## src/hw/dsf_pkg.sv

```systemverilog
// shared constants, mode types and word helpers for the dual converter serial framer
package dsf_pkg;

    ////////////////////////////////////////////////////////////////////////////
    // clock and timing
    localparam int MCLK_MHZ = 200;
    localparam int PLL_LOCK_US = 25;
    // relock wait in mclk cycles, a least time rounded up
    localparam int PLL_LOCK_CYCLES = (PLL_LOCK_US * MCLK_MHZ * 1000 + 999) / 1000;
    localparam int MIN_RATE_MSPS = 5;
    // longest strobe period allowed, rounded down
    localparam int MAX_STROBE_CYCLES = MCLK_MHZ / MIN_RATE_MSPS;
    // strobe gap that counts as a stopped strobe
    localparam int STOP_CYCLES = 2 * MAX_STROBE_CYCLES;
    localparam int PERIOD_TOL = 1;
    // mclk cycles per serial bit, and the phase where the bit clock toggles
    localparam int BIT_DIV = 2;
    localparam int BIT_PHASE = 1;
    localparam int LANE_MAX_MBPS = 1000;
    localparam int LANE_RATE_MBPS = MCLK_MHZ / BIT_DIV;
    // spare cycles between the end of a word and the next strobe
    localparam int STROBE_MARGIN = 2;
    // fastest grade limit on the strobe, in MHz
    localparam int GRADE_MAX_MHZ = 125;
    localparam int GRADE_MIN_CYCLES = (MCLK_MHZ + GRADE_MAX_MHZ - 1) / GRADE_MAX_MHZ;

    ////////////////////////////////////////////////////////////////////////////
    // data layout
    localparam int DATA_W = 12;
    localparam int WORD_W = 16;
    localparam int FIFO_DEPTH = 8;
    localparam int FIFO_W = 2 * (DATA_W + 1);
    localparam int CNT_W = 5;
    localparam int PER_W = 8;

    typedef enum logic [1:0] {
        SER16 = 2'h0,
        SER14 = 2'h1,
        SER12 = 2'h2
    } dsf_ser_t;

    typedef enum logic {
        LANES2 = 1'h0,
        LANES1 = 1'h1
    } dsf_lane_t;

    ////////////////////////////////////////////////////////////////////////////
    // bits sent on each lane per sample
    function automatic logic [CNT_W-1:0] bits_per_lane(dsf_lane_t lanes, dsf_ser_t width);
        logic [CNT_W-1:0] total;
        total = (width == SER16) ? 5'h10 : (width == SER14) ? 5'h0e : 5'h0c;
        return (lanes == LANES2) ? (total >> 1) : total;
    endfunction : bits_per_lane

    // left aligned word: data, two overrange pad bits except in 12 bit, then zero fill
    function automatic logic [WORD_W-1:0] frame_word(logic [DATA_W-1:0] d, logic ovr,
                                                     dsf_ser_t width);
        return (width == SER12) ? {d, 4'h0} : {d, {2{ovr}}, 2'h0};
    endfunction : frame_word

    // received word right aligned: returns overrange flag and data
    function automatic logic [DATA_W:0] decode_word(logic [WORD_W-1:0] w, dsf_ser_t width);
        logic [DATA_W:0] r;
        r = {1'h0, w[11:0]};
        if (width == SER14) begin
            r = {&w[1:0], w[13:2]};
        end else if (width == SER16) begin
            r = {&w[3:2], w[15:4]};
        end
        return r;
    endfunction : decode_word

endpackage : dsf_pkg

```

## src/hw/dsf_link_if.sv

```systemverilog
// serial link between the converter end and the deserializer end
`timescale 1ns/1ps
interface dsf_link_if;
    logic sample_strobe_pos;
    logic sample_strobe_neg;
    logic forwarded_bit_clock;
    logic frame_marker;
    logic chan1_first_lane;
    logic chan1_second_lane;
    logic chan2_first_lane;
    logic chan2_second_lane;

    modport adc (
        input sample_strobe_pos,
        input sample_strobe_neg,
        output forwarded_bit_clock,
        output frame_marker,
        output chan1_first_lane,
        output chan1_second_lane,
        output chan2_first_lane,
        output chan2_second_lane
    );

    modport rx (
        output sample_strobe_pos,
        output sample_strobe_neg,
        input forwarded_bit_clock,
        input frame_marker,
        input chan1_first_lane,
        input chan1_second_lane,
        input chan2_first_lane,
        input chan2_second_lane
    );
endinterface : dsf_link_if

```

## src/hw/dsf_adc_end.sv

```systemverilog
// converter end: strobe capture, relock tracking, sample fifo and lane serializer
`timescale 1ns/1ps
module dsf_adc_end #(
    parameter int LOCK_CYCLES = dsf_pkg::PLL_LOCK_CYCLES,
    parameter int FIFO_DEPTH = dsf_pkg::FIFO_DEPTH
) (
    // clock and reset
    input wire logic mclk,
    input wire logic nrst,
    // configuration
    input wire logic programming_method_select,
    input wire logic dcs_disable_req,
    input wire dsf_pkg::dsf_lane_t lane_mode,
    input wire dsf_pkg::dsf_ser_t ser_width,
    // conversion results from the core
    input wire logic sample_valid,
    output logic sample_ready,
    input wire logic [dsf_pkg::DATA_W-1:0] chan1_sample,
    input wire logic chan1_over_pos,
    input wire logic [dsf_pkg::DATA_W-1:0] chan2_sample,
    input wire logic chan2_over_pos,
    // status
    output logic pll_locked,
    output logic dcs_active,
    output logic sample_missed,
    // serial link
    dsf_link_if.adc link
);
    localparam int LW = $clog2(LOCK_CYCLES + 1);
    localparam int PW = dsf_pkg::PER_W;
    localparam int CW = dsf_pkg::CNT_W;
    localparam int WW = dsf_pkg::WORD_W;
    localparam int PHW = (dsf_pkg::BIT_DIV > 1) ? $clog2(dsf_pkg::BIT_DIV) : 1;

    typedef enum logic {
        ST_IDLE = 1'h0,
        ST_SHIFT = 1'h1
    } dsf_state_t;

    ////////////////////////////////////////////////////////////////////////////
    // strobe synchronisers, first stage read only by the second
    logic pos_s1_reg;
    logic pos_s2_reg;
    logic pos_s3_reg;
    logic neg_s1_reg;
    logic neg_s2_reg;

    always_ff @(posedge mclk or negedge nrst) begin
        if (!nrst) begin
            pos_s1_reg <= 1'b0;
            pos_s2_reg <= 1'b0;
            pos_s3_reg <= 1'b0;
            neg_s1_reg <= 1'b1;
            neg_s2_reg <= 1'b1;
        end else begin
            pos_s1_reg <= link.sample_strobe_pos;
            pos_s2_reg <= pos_s1_reg;
            pos_s3_reg <= pos_s2_reg;
            neg_s1_reg <= link.sample_strobe_neg;
            neg_s2_reg <= neg_s1_reg;
        end
    end

    // stabilizer forced on under pin straps
    wire dcs_on = programming_method_select | ~dcs_disable_req;
    // with the stabilizer only the positive rise counts, so duty is free
    // without it the complement must agree, which makes duty matter
    wire pos_rise = pos_s2_reg & ~pos_s3_reg;
    wire strobe_rise = pos_rise & (dcs_on | ~neg_s2_reg);

    ////////////////////////////////////////////////////////////////////////////
    // relock tracking: a period change or a stopped strobe restarts the wait
    logic [PW-1:0] period_cnt_reg;
    logic [PW-1:0] last_period_reg;
    logic [LW-1:0] lock_cnt_reg;
    wire stalled = (period_cnt_reg == PW'(dsf_pkg::STOP_CYCLES));
    wire [PW-1:0] diff = (period_cnt_reg > last_period_reg) ?
                         period_cnt_reg - last_period_reg : last_period_reg - period_cnt_reg;
    wire period_bad = strobe_rise & (diff > PW'(dsf_pkg::PERIOD_TOL));
    wire lock_done = (lock_cnt_reg == LW'(LOCK_CYCLES));

    // period measure, saturating at the stop limit
    always_ff @(posedge mclk or negedge nrst) begin
        if (!nrst) begin
            period_cnt_reg <= '0;
            last_period_reg <= '0;
        end else if (strobe_rise) begin
            period_cnt_reg <= PW'(1);
            last_period_reg <= period_cnt_reg;
        end else if (!stalled) begin
            period_cnt_reg <= period_cnt_reg + 1'b1;
        end
    end

    // lock wait counter
    always_ff @(posedge mclk or negedge nrst) begin
        if (!nrst) begin
            lock_cnt_reg <= '0;
            pll_locked <= 1'b0;
        end else begin
            if (period_bad || stalled) begin
                lock_cnt_reg <= '0;
            end else if (!lock_done) begin
                lock_cnt_reg <= lock_cnt_reg + 1'b1;
            end
            pll_locked <= lock_done & ~period_bad & ~stalled;
        end
    end

    ////////////////////////////////////////////////////////////////////////////
    // sample fifo: drained only by locked strobes, so it backs up the core
    logic fifo_valid;
    logic [dsf_pkg::FIFO_W-1:0] fifo_data;
    wire pop = strobe_rise & pll_locked & fifo_valid;

    dsf_sample_fifo #(
        .WIDTH(dsf_pkg::FIFO_W),
        .DEPTH(FIFO_DEPTH)
    ) dsf_sample_fifo_inst (
        .mclk(mclk),
        .nrst(nrst),
        .in_valid(sample_valid),
        .in_ready(sample_ready),
        .in_data({chan1_over_pos, chan1_sample, chan2_over_pos, chan2_sample}),
        .out_valid(fifo_valid),
        .out_ready(pop),
        .out_data(fifo_data)
    );

    ////////////////////////////////////////////////////////////////////////////
    // mode decode
    wire two_lane = (lane_mode == dsf_pkg::LANES2);
    wire half_frame = two_lane & (ser_width == dsf_pkg::SER14);
    wire [CW-1:0] bpl = dsf_pkg::bits_per_lane(lane_mode, ser_width);
    wire [WW-1:0] word1 = dsf_pkg::frame_word(fifo_data[24:13], fifo_data[25], ser_width);
    wire [WW-1:0] word2 = dsf_pkg::frame_word(fifo_data[11:0], fifo_data[12], ser_width);

    ////////////////////////////////////////////////////////////////////////////
    // serializer state
    dsf_state_t state_reg;
    logic [PHW-1:0] ph_reg;
    logic [CW-1:0] bits_left_reg;
    logic [CW-1:0] bpl_reg;
    logic two_lane_reg;
    logic half_reg;
    logic parity_reg;
    logic fbc_reg;
    logic marker_reg;
    logic [WW-1:0] sh_reg [2];
    logic [1:0] first_reg;
    logic [1:0] second_reg;

    // bit slots come from a divider: one cycle pulses at fixed phases
    wire shifting = (state_reg == ST_SHIFT);
    wire bit_en = (state_reg == ST_SHIFT) & (ph_reg == '0);
    wire clk_en = (state_reg == ST_SHIFT) & (ph_reg == PHW'(dsf_pkg::BIT_PHASE));
    wire [CW-1:0] bit_idx = bpl_reg - bits_left_reg;
    // marker high over the first half of a word, or whole alternate words
    wire marker_bit = half_reg ? parity_reg : (bit_idx < (bpl_reg >> 1));

    // sequencing of words and bit slots
    always_ff @(posedge mclk or negedge nrst) begin
        if (!nrst) begin
            state_reg <= ST_IDLE;
            ph_reg <= '0;
            bits_left_reg <= '0;
            bpl_reg <= '0;
            two_lane_reg <= 1'b0;
            half_reg <= 1'b0;
            parity_reg <= 1'b0;
        end else if (pop) begin
            // a new strobe always restarts on a word boundary
            state_reg <= ST_SHIFT;
            ph_reg <= '0;
            bits_left_reg <= bpl;
            bpl_reg <= bpl;
            two_lane_reg <= two_lane;
            half_reg <= half_frame;
            parity_reg <= ~parity_reg;
        end else if (state_reg == ST_SHIFT) begin
            ph_reg <= (ph_reg == PHW'(dsf_pkg::BIT_DIV - 1)) ? '0 : ph_reg + 1'b1;
            if (bit_en) begin
                bits_left_reg <= bits_left_reg - 1'b1;
            end
            if (clk_en && bits_left_reg == '0) begin
                state_reg <= ST_IDLE;
            end
        end
    end

    // bit clock toggles mid slot so both edges land on stable data
    always_ff @(posedge mclk or negedge nrst) begin
        if (!nrst) begin
            fbc_reg <= 1'b0;
            marker_reg <= 1'b0;
        end else begin
            if (clk_en) begin
                fbc_reg <= ~fbc_reg;
            end
            if (bit_en) begin
                marker_reg <= marker_bit;
            end
        end
    end

    // per channel shifters, both loaded from the same strobe
    for (genvar c = 0; c < 2; c++) begin : g_chan
        always_ff @(posedge mclk or negedge nrst) begin
            if (!nrst) begin
                sh_reg[c] <= '0;
                first_reg[c] <= 1'b0;
                second_reg[c] <= 1'b0;
            end else if (pop) begin
                sh_reg[c] <= (c == 0) ? word1 : word2;
            end else if (bit_en) begin
                first_reg[c] <= sh_reg[c][WW-1];
                second_reg[c] <= two_lane_reg & sh_reg[c][WW-2];
                sh_reg[c] <= two_lane_reg ? {sh_reg[c][WW-3:0], 2'h0}
                                          : {sh_reg[c][WW-2:0], 1'h0};
            end
        end
    end

    ////////////////////////////////////////////////////////////////////////////
    // status flags
    always_ff @(posedge mclk or negedge nrst) begin
        if (!nrst) begin
            dcs_active <= 1'b1;
            sample_missed <= 1'b0;
        end else begin
            dcs_active <= dcs_on;
            sample_missed <= strobe_rise & pll_locked & ~fifo_valid & ~shifting;
        end
    end

    // link outputs straight from flops
    assign link.forwarded_bit_clock = fbc_reg;
    assign link.frame_marker = marker_reg;
    assign link.chan1_first_lane = first_reg[0];
    assign link.chan1_second_lane = second_reg[0];
    assign link.chan2_first_lane = first_reg[1];
    assign link.chan2_second_lane = second_reg[1];
endmodule : dsf_adc_end

```

## src/hw/dsf_sample_fifo.sv

```systemverilog
// small synchronous fifo with valid and ready on both sides
`timescale 1ns/1ps
module dsf_sample_fifo #(
    parameter int WIDTH = 26,
    parameter int DEPTH = 8
) (
    // clock and reset
    input wire logic mclk,
    input wire logic nrst,
    // fill side
    input wire logic in_valid,
    output logic in_ready,
    input wire logic [WIDTH-1:0] in_data,
    // drain side
    output logic out_valid,
    input wire logic out_ready,
    output logic [WIDTH-1:0] out_data
);
    localparam int AW = (DEPTH > 1) ? $clog2(DEPTH) : 1;

    logic [WIDTH-1:0] mem [DEPTH];
    logic [AW-1:0] wr_ptr_reg;
    logic [AW-1:0] rd_ptr_reg;
    logic [AW:0] count_reg;
    wire push = in_valid & in_ready;
    wire pop = out_valid & out_ready;
    wire [AW-1:0] last_ptr = AW'(DEPTH - 1);

    ////////////////////////////////////////////////////////////////////////////
    // honest full and empty from the fill count
    assign in_ready = (count_reg != (AW + 1)'(DEPTH));
    assign out_valid = (count_reg != '0);
    assign out_data = mem[rd_ptr_reg];

    // storage write
    always_ff @(posedge mclk) begin
        if (push) begin
            mem[wr_ptr_reg] <= in_data;
        end
    end

    // pointers and count
    always_ff @(posedge mclk or negedge nrst) begin
        if (!nrst) begin
            wr_ptr_reg <= '0;
            rd_ptr_reg <= '0;
            count_reg <= '0;
        end else begin
            if (push) begin
                wr_ptr_reg <= (wr_ptr_reg == last_ptr) ? '0 : wr_ptr_reg + 1'b1;
            end
            if (pop) begin
                rd_ptr_reg <= (rd_ptr_reg == last_ptr) ? '0 : rd_ptr_reg + 1'b1;
            end
            count_reg <= count_reg + (AW + 1)'(push) - (AW + 1)'(pop);
        end
    end
endmodule : dsf_sample_fifo

```

## src/flat_wrapper.sv

```systemverilog
// flat-port wrapper written by rule: the top's interface ports become plain ports
module dsf_adc_end_flat 
#(
    parameter int LOCK_CYCLES = dsf_pkg::PLL_LOCK_CYCLES,
    parameter int FIFO_DEPTH = dsf_pkg::FIFO_DEPTH
)
  (mclk, nrst, programming_method_select, dcs_disable_req, lane_mode, ser_width, sample_valid, sample_ready, chan1_sample, chan1_over_pos, chan2_sample, chan2_over_pos, pll_locked, dcs_active, sample_missed, link_sample_strobe_pos, link_sample_strobe_neg, link_forwarded_bit_clock, link_frame_marker, link_chan1_first_lane, link_chan1_second_lane, link_chan2_first_lane, link_chan2_second_lane);
  dsf_link_if link_i ();
  input wire logic mclk;
  input wire logic nrst;
  input wire logic programming_method_select;
  input wire logic dcs_disable_req;
  input wire dsf_pkg::dsf_lane_t lane_mode;
  input wire dsf_pkg::dsf_ser_t ser_width;
  input wire logic sample_valid;
  output logic sample_ready;
  input wire logic [dsf_pkg::DATA_W-1:0] chan1_sample;
  input wire logic chan1_over_pos;
  input wire logic [dsf_pkg::DATA_W-1:0] chan2_sample;
  input wire logic chan2_over_pos;
  output logic pll_locked;
  output logic dcs_active;
  output logic sample_missed;
  input wire logic [$bits(link_i.sample_strobe_pos)-1:0] link_sample_strobe_pos;
  input wire logic [$bits(link_i.sample_strobe_neg)-1:0] link_sample_strobe_neg;
  output wire logic [$bits(link_i.forwarded_bit_clock)-1:0] link_forwarded_bit_clock;
  output wire logic [$bits(link_i.frame_marker)-1:0] link_frame_marker;
  output wire logic [$bits(link_i.chan1_first_lane)-1:0] link_chan1_first_lane;
  output wire logic [$bits(link_i.chan1_second_lane)-1:0] link_chan1_second_lane;
  output wire logic [$bits(link_i.chan2_first_lane)-1:0] link_chan2_first_lane;
  output wire logic [$bits(link_i.chan2_second_lane)-1:0] link_chan2_second_lane;
  assign link_i.sample_strobe_pos = link_sample_strobe_pos;
  assign link_i.sample_strobe_neg = link_sample_strobe_neg;
  assign link_forwarded_bit_clock = link_i.forwarded_bit_clock;
  assign link_frame_marker = link_i.frame_marker;
  assign link_chan1_first_lane = link_i.chan1_first_lane;
  assign link_chan1_second_lane = link_i.chan1_second_lane;
  assign link_chan2_first_lane = link_i.chan2_first_lane;
  assign link_chan2_second_lane = link_i.chan2_second_lane;
  dsf_adc_end #(.LOCK_CYCLES(LOCK_CYCLES), .FIFO_DEPTH(FIFO_DEPTH)) u_core (.mclk(mclk), .nrst(nrst), .programming_method_select(programming_method_select), .dcs_disable_req(dcs_disable_req), .lane_mode(lane_mode), .ser_width(ser_width), .sample_valid(sample_valid), .sample_ready(sample_ready), .chan1_sample(chan1_sample), .chan1_over_pos(chan1_over_pos), .chan2_sample(chan2_sample), .chan2_over_pos(chan2_over_pos), .pll_locked(pll_locked), .dcs_active(dcs_active), .sample_missed(sample_missed), .link(link_i));
endmodule
```

## config.mk

```make
export PLATFORM = sky130hd
export DESIGN_NAME = dsf_adc_end_flat
export DESIGN_NICKNAME = d
export VERILOG_FILES = /design/src/hw/dsf_pkg.sv /design/src/hw/dsf_link_if.sv /design/src/hw/dsf_adc_end.sv /design/src/hw/dsf_sample_fifo.sv /design/src/flat_wrapper.sv
export SDC_FILE = /design/constraint.sdc
export NUM_CORES = 1
export LEC_CHECK = 0
export BUFFER_PORTS_ARGS = -buffer_cell sky130_fd_sc_hd__buf_4
export CORE_UTILIZATION = 30
export DETAILED_ROUTE_END_ITERATION = 12
export HOLD_SLACK_MARGIN = 0.05
export PLACE_DENSITY = 0.44
export SYNTH_ARGS = -nofsm -noshare
export SYNTH_HDL_FRONTEND = slang
export SYNTH_SLANG_ARGS = --single-unit
export TNS_END_PERCENT = 30
```

## constraint.sdc

```tcl
create_clock -name mclk -period 3.67 [get_ports mclk]
set_clock_uncertainty 0.15 [all_clocks]
set_input_delay 0.734 -clock mclk [delete_from_list [all_inputs] [get_ports mclk]]
set_output_delay 0.734 -clock mclk [all_outputs]
set_load 0.05 [all_outputs]
```

==> results.yml <==
logic_synthesis:
  synth_top_family_by_area: "multiplexers"
  yosysTopAreaCell: "edfxtp_1"
  synth_top_area_frac: 0.471
  syn_nets: 959
  muxShareOfSynthArea: 0.132
  syn-cell-area_um2: 13300
  yosysSeqAreaShare: 0.651
  yosysUniqueCellTypes: 53
  yosys.area_share.simple: 0.0592
  synth_top_flop_cell: "edfxtp_1"
  synthXorXnorAreaFrac: 0.0231
  syn_inst: 880
  synthArstFlopShare: 0.314
  synth_area_per_cell_um2: 15.1
  ys_warn_count: 0
  synth-compound-area-share: 0.0664
  synthAdderAreaFrac: 0.0429
  synth_area_leaders: "edfxtp_1 47%, dfrtp_1 17%, mux4_2 8.8%"
  synth_edf_count: 208
  synth.ff_latch_count: 303
final_layout:
  nets: 1024
  largest_register_ffs: 208
  drive_gt1_frac: 0.215
  area_growth_pct: 16.9
  n_antenna_cell: 0
  fin_util: 0.357
  mostFrequentLayoutCells: "208 x edfxtp_1, 89 x dfrtp_1, 66 x buf_4"
  nFillCells: 4263
  layout_commonest_cell: "edfxtp_1"
setup_path:
  crit_top_cell: "inv_1"
  cp_max_fo: 14
  critical_path_required_ns: 3.89
  critPathArrivalTime_ns: 3.44
  end_kind: "flip-flop"
  critPathTopFamily: "compound AO/OA/AOI/OAI gates"
  slowest_delay_ns: 0.89
  path_class: "reg2reg"
  cp-start-kind: "flip-flop"
  worst_path_max_delay_cell: "a31oi_2"
  cp_num_buf_inv: 2
  path_cells: "inv_1 > ha_1 > inv_1 > fa_1 > nand3_1 > a21boi_0 > o21ai_0 > a2111oi_0 > a31oi_2 > a21oi_1"
clocking:
  root_buffer: "clkbuf_16"
  clk_pin_slew_ns: 0.06
  tritoncts: "yes"
  cts_resized: 0
  htree_levels: 2
  cts_sinks: 303
  clock_path_buffers: 3
  numCtsBuffers: 36
  clk_latency_ns: 0.54
timing:
  setup_ws_ns: 0.447
  fmax_mhz: 310
  fin_setup_tns_ns: 0
  finalHoldViolCount: 0
  finalCritPeriodShare: 0.878
  period_minus_slack_ns: 3.22
  worst_slew_pin_slew_ns: 1.07
  relSlewSlack: 0.285
  setup_violations: 0
  slew_violations: 0
  rsz0062_at_grt: "false"
run_status:
  outcome: "finished, final reports clean"
placement:
  hpwl_mm: 17.2
  port_buffers: 45
  gp_congestion: 0.832
  place_ws_ns: 0.444
global_route:
  antenna_found_initial: 0
  grt.total_usage: 0.135
  grt_overflow_total: 0
  grt_max_degree: 65
  grt_pass1_wl_mm: 45.8
  grt_pass1_vias: 7659
run:
  cap_violations: 0
route:
  drc: 0
  wl_per_cell_um: 18.4
  num_vias: 7272
  wirelength_mm: 28.7
  dr.pass1.iters: 6
  via_per_inst: 4.68
  ant_nets: 0
  initialDrtViolationCount: 517
die:
  design.portCount: 46
  core_um2: 43400
  start_util: 0.306
  floorplan.die_area_um2: 45000
  die_y_um: 212
  std_cell_rows: 76
  die_width_um: 212
pwr:
  power_uw: 9240
  total_leakage_power_uw: 0.00558
  max-vdd-ir-drop_uv: 258
  p_per_area_nw_per_um2: 596
min_path:
  hold_class: "in2reg"
-- layer usage --
layer / global-route usage / wire [um] / vias up
li1: - / - / 3457
met4: 0.0395 / 584 / 0
met5: 0 / 0 / -
met3: 0.0301 / 1020 / 41
met2: 0.208 / 13100 / 89
met1: 0.189 / 14000 / 3685
-- through the flow --
step | instances | hold slack, ns | instance area (um^2)
finish | 1554 | 0.166 | 15500
floorplan | 880 | 0.181 | 13300
detailed placement | 1491 | 0.188 | 14400
CTS | 1554 | 0.128 | 15500
global route | 1554 | 0.137 | 15500
global placement | 1491 | 0.186 | 14400
-- layout make-up --
type	count	area (um^2)	area share
Timing Repair Buffer	68	526	0.0339
Sequential cell	303	8630	0.557
Inverter	41	154	0.00993
Multi-Input combinational cell	495	4350	0.281
Clock inverter	13	129	0.00832
Tap cell	585	732	0.0472
Clock buffer	49	971	0.0626
-- cells in the mapped netlist (6+ instances only) --
library cell    n
edfxtp_1      208
dfrtp_1        92
nor2_1         58
mux4_2         52
a21oi_1        51
mux2i_1        51
nand2_1        49
inv_1          41
ha_1           39
o21ai_0        28
a211oi_1       25
clkbuf_1       19
xnor2_1        18
nand3_1        17
xor2_1         17
nor3_1         14
a21oi_2        10
buf_2          10
buf_1           9
nor2b_1         7
mux2_2          6
-- worst reg2reg max path: cells and delay by family (launching register included) --
family / cells / cell delay [ns]
buffers and inverters: 2 / 0.18
AO/OA/AOI/OAI: 5 / 1.59
adder cells (fa/ha/maj): 2 / 0.59
AND/OR/NAND/NOR: 1 / 0.11
flip-flops: 1 / 0.44
-- worst paths after layout --
check | cells past startpoint | from | endpoint | slack, ns
worst min-delay path | 1 | link_sample_strobe_neg | u_core.neg_s1_reg | 0.17
max in group asynchronous | 3 | nrst | u_core.pll_locked | 2.04
worst max-delay path | 10 | u_core.period_cnt_reg[0] | u_core.lock_cnt_reg[12] | 0.45
worst min register to register | 0 | u_core.pos_s1_reg | u_core.pos_s2_reg | 0.20
min in group asynchronous | 2 | nrst | u_core.last_period_reg[1] | 0.59
worst max register to register | 10 | u_core.period_cnt_reg[0] | u_core.lock_cnt_reg[12] | 0.45
-- cell families after synthesis --
family,Yosys count
AO/OA/AOI/OAI,139
AND/OR/NAND/NOR,169
adder cells (fa/ha/maj),43
multiplexers,109
buffers and inverters,82
flip-flops,303
XOR/XNOR,35
-- report_power, final --
group | total (uW) | internal [uW] | switching (uW) | leakage [uW]
sequential | 4310 | 4130 | 179 | 0.00313
combinational | 1560 | 603 | 958 | 0.00191
clock | 3380 | 2000 | 1380 | 0.000536
-- repair_timing --
item | in CTS | in global routing
hold buffers | 1 | 0
buffers inserted | 0 | 0
hold endpoints to repair | 22 | 0
Note: power is estimated with default switching activity, not from simulation.
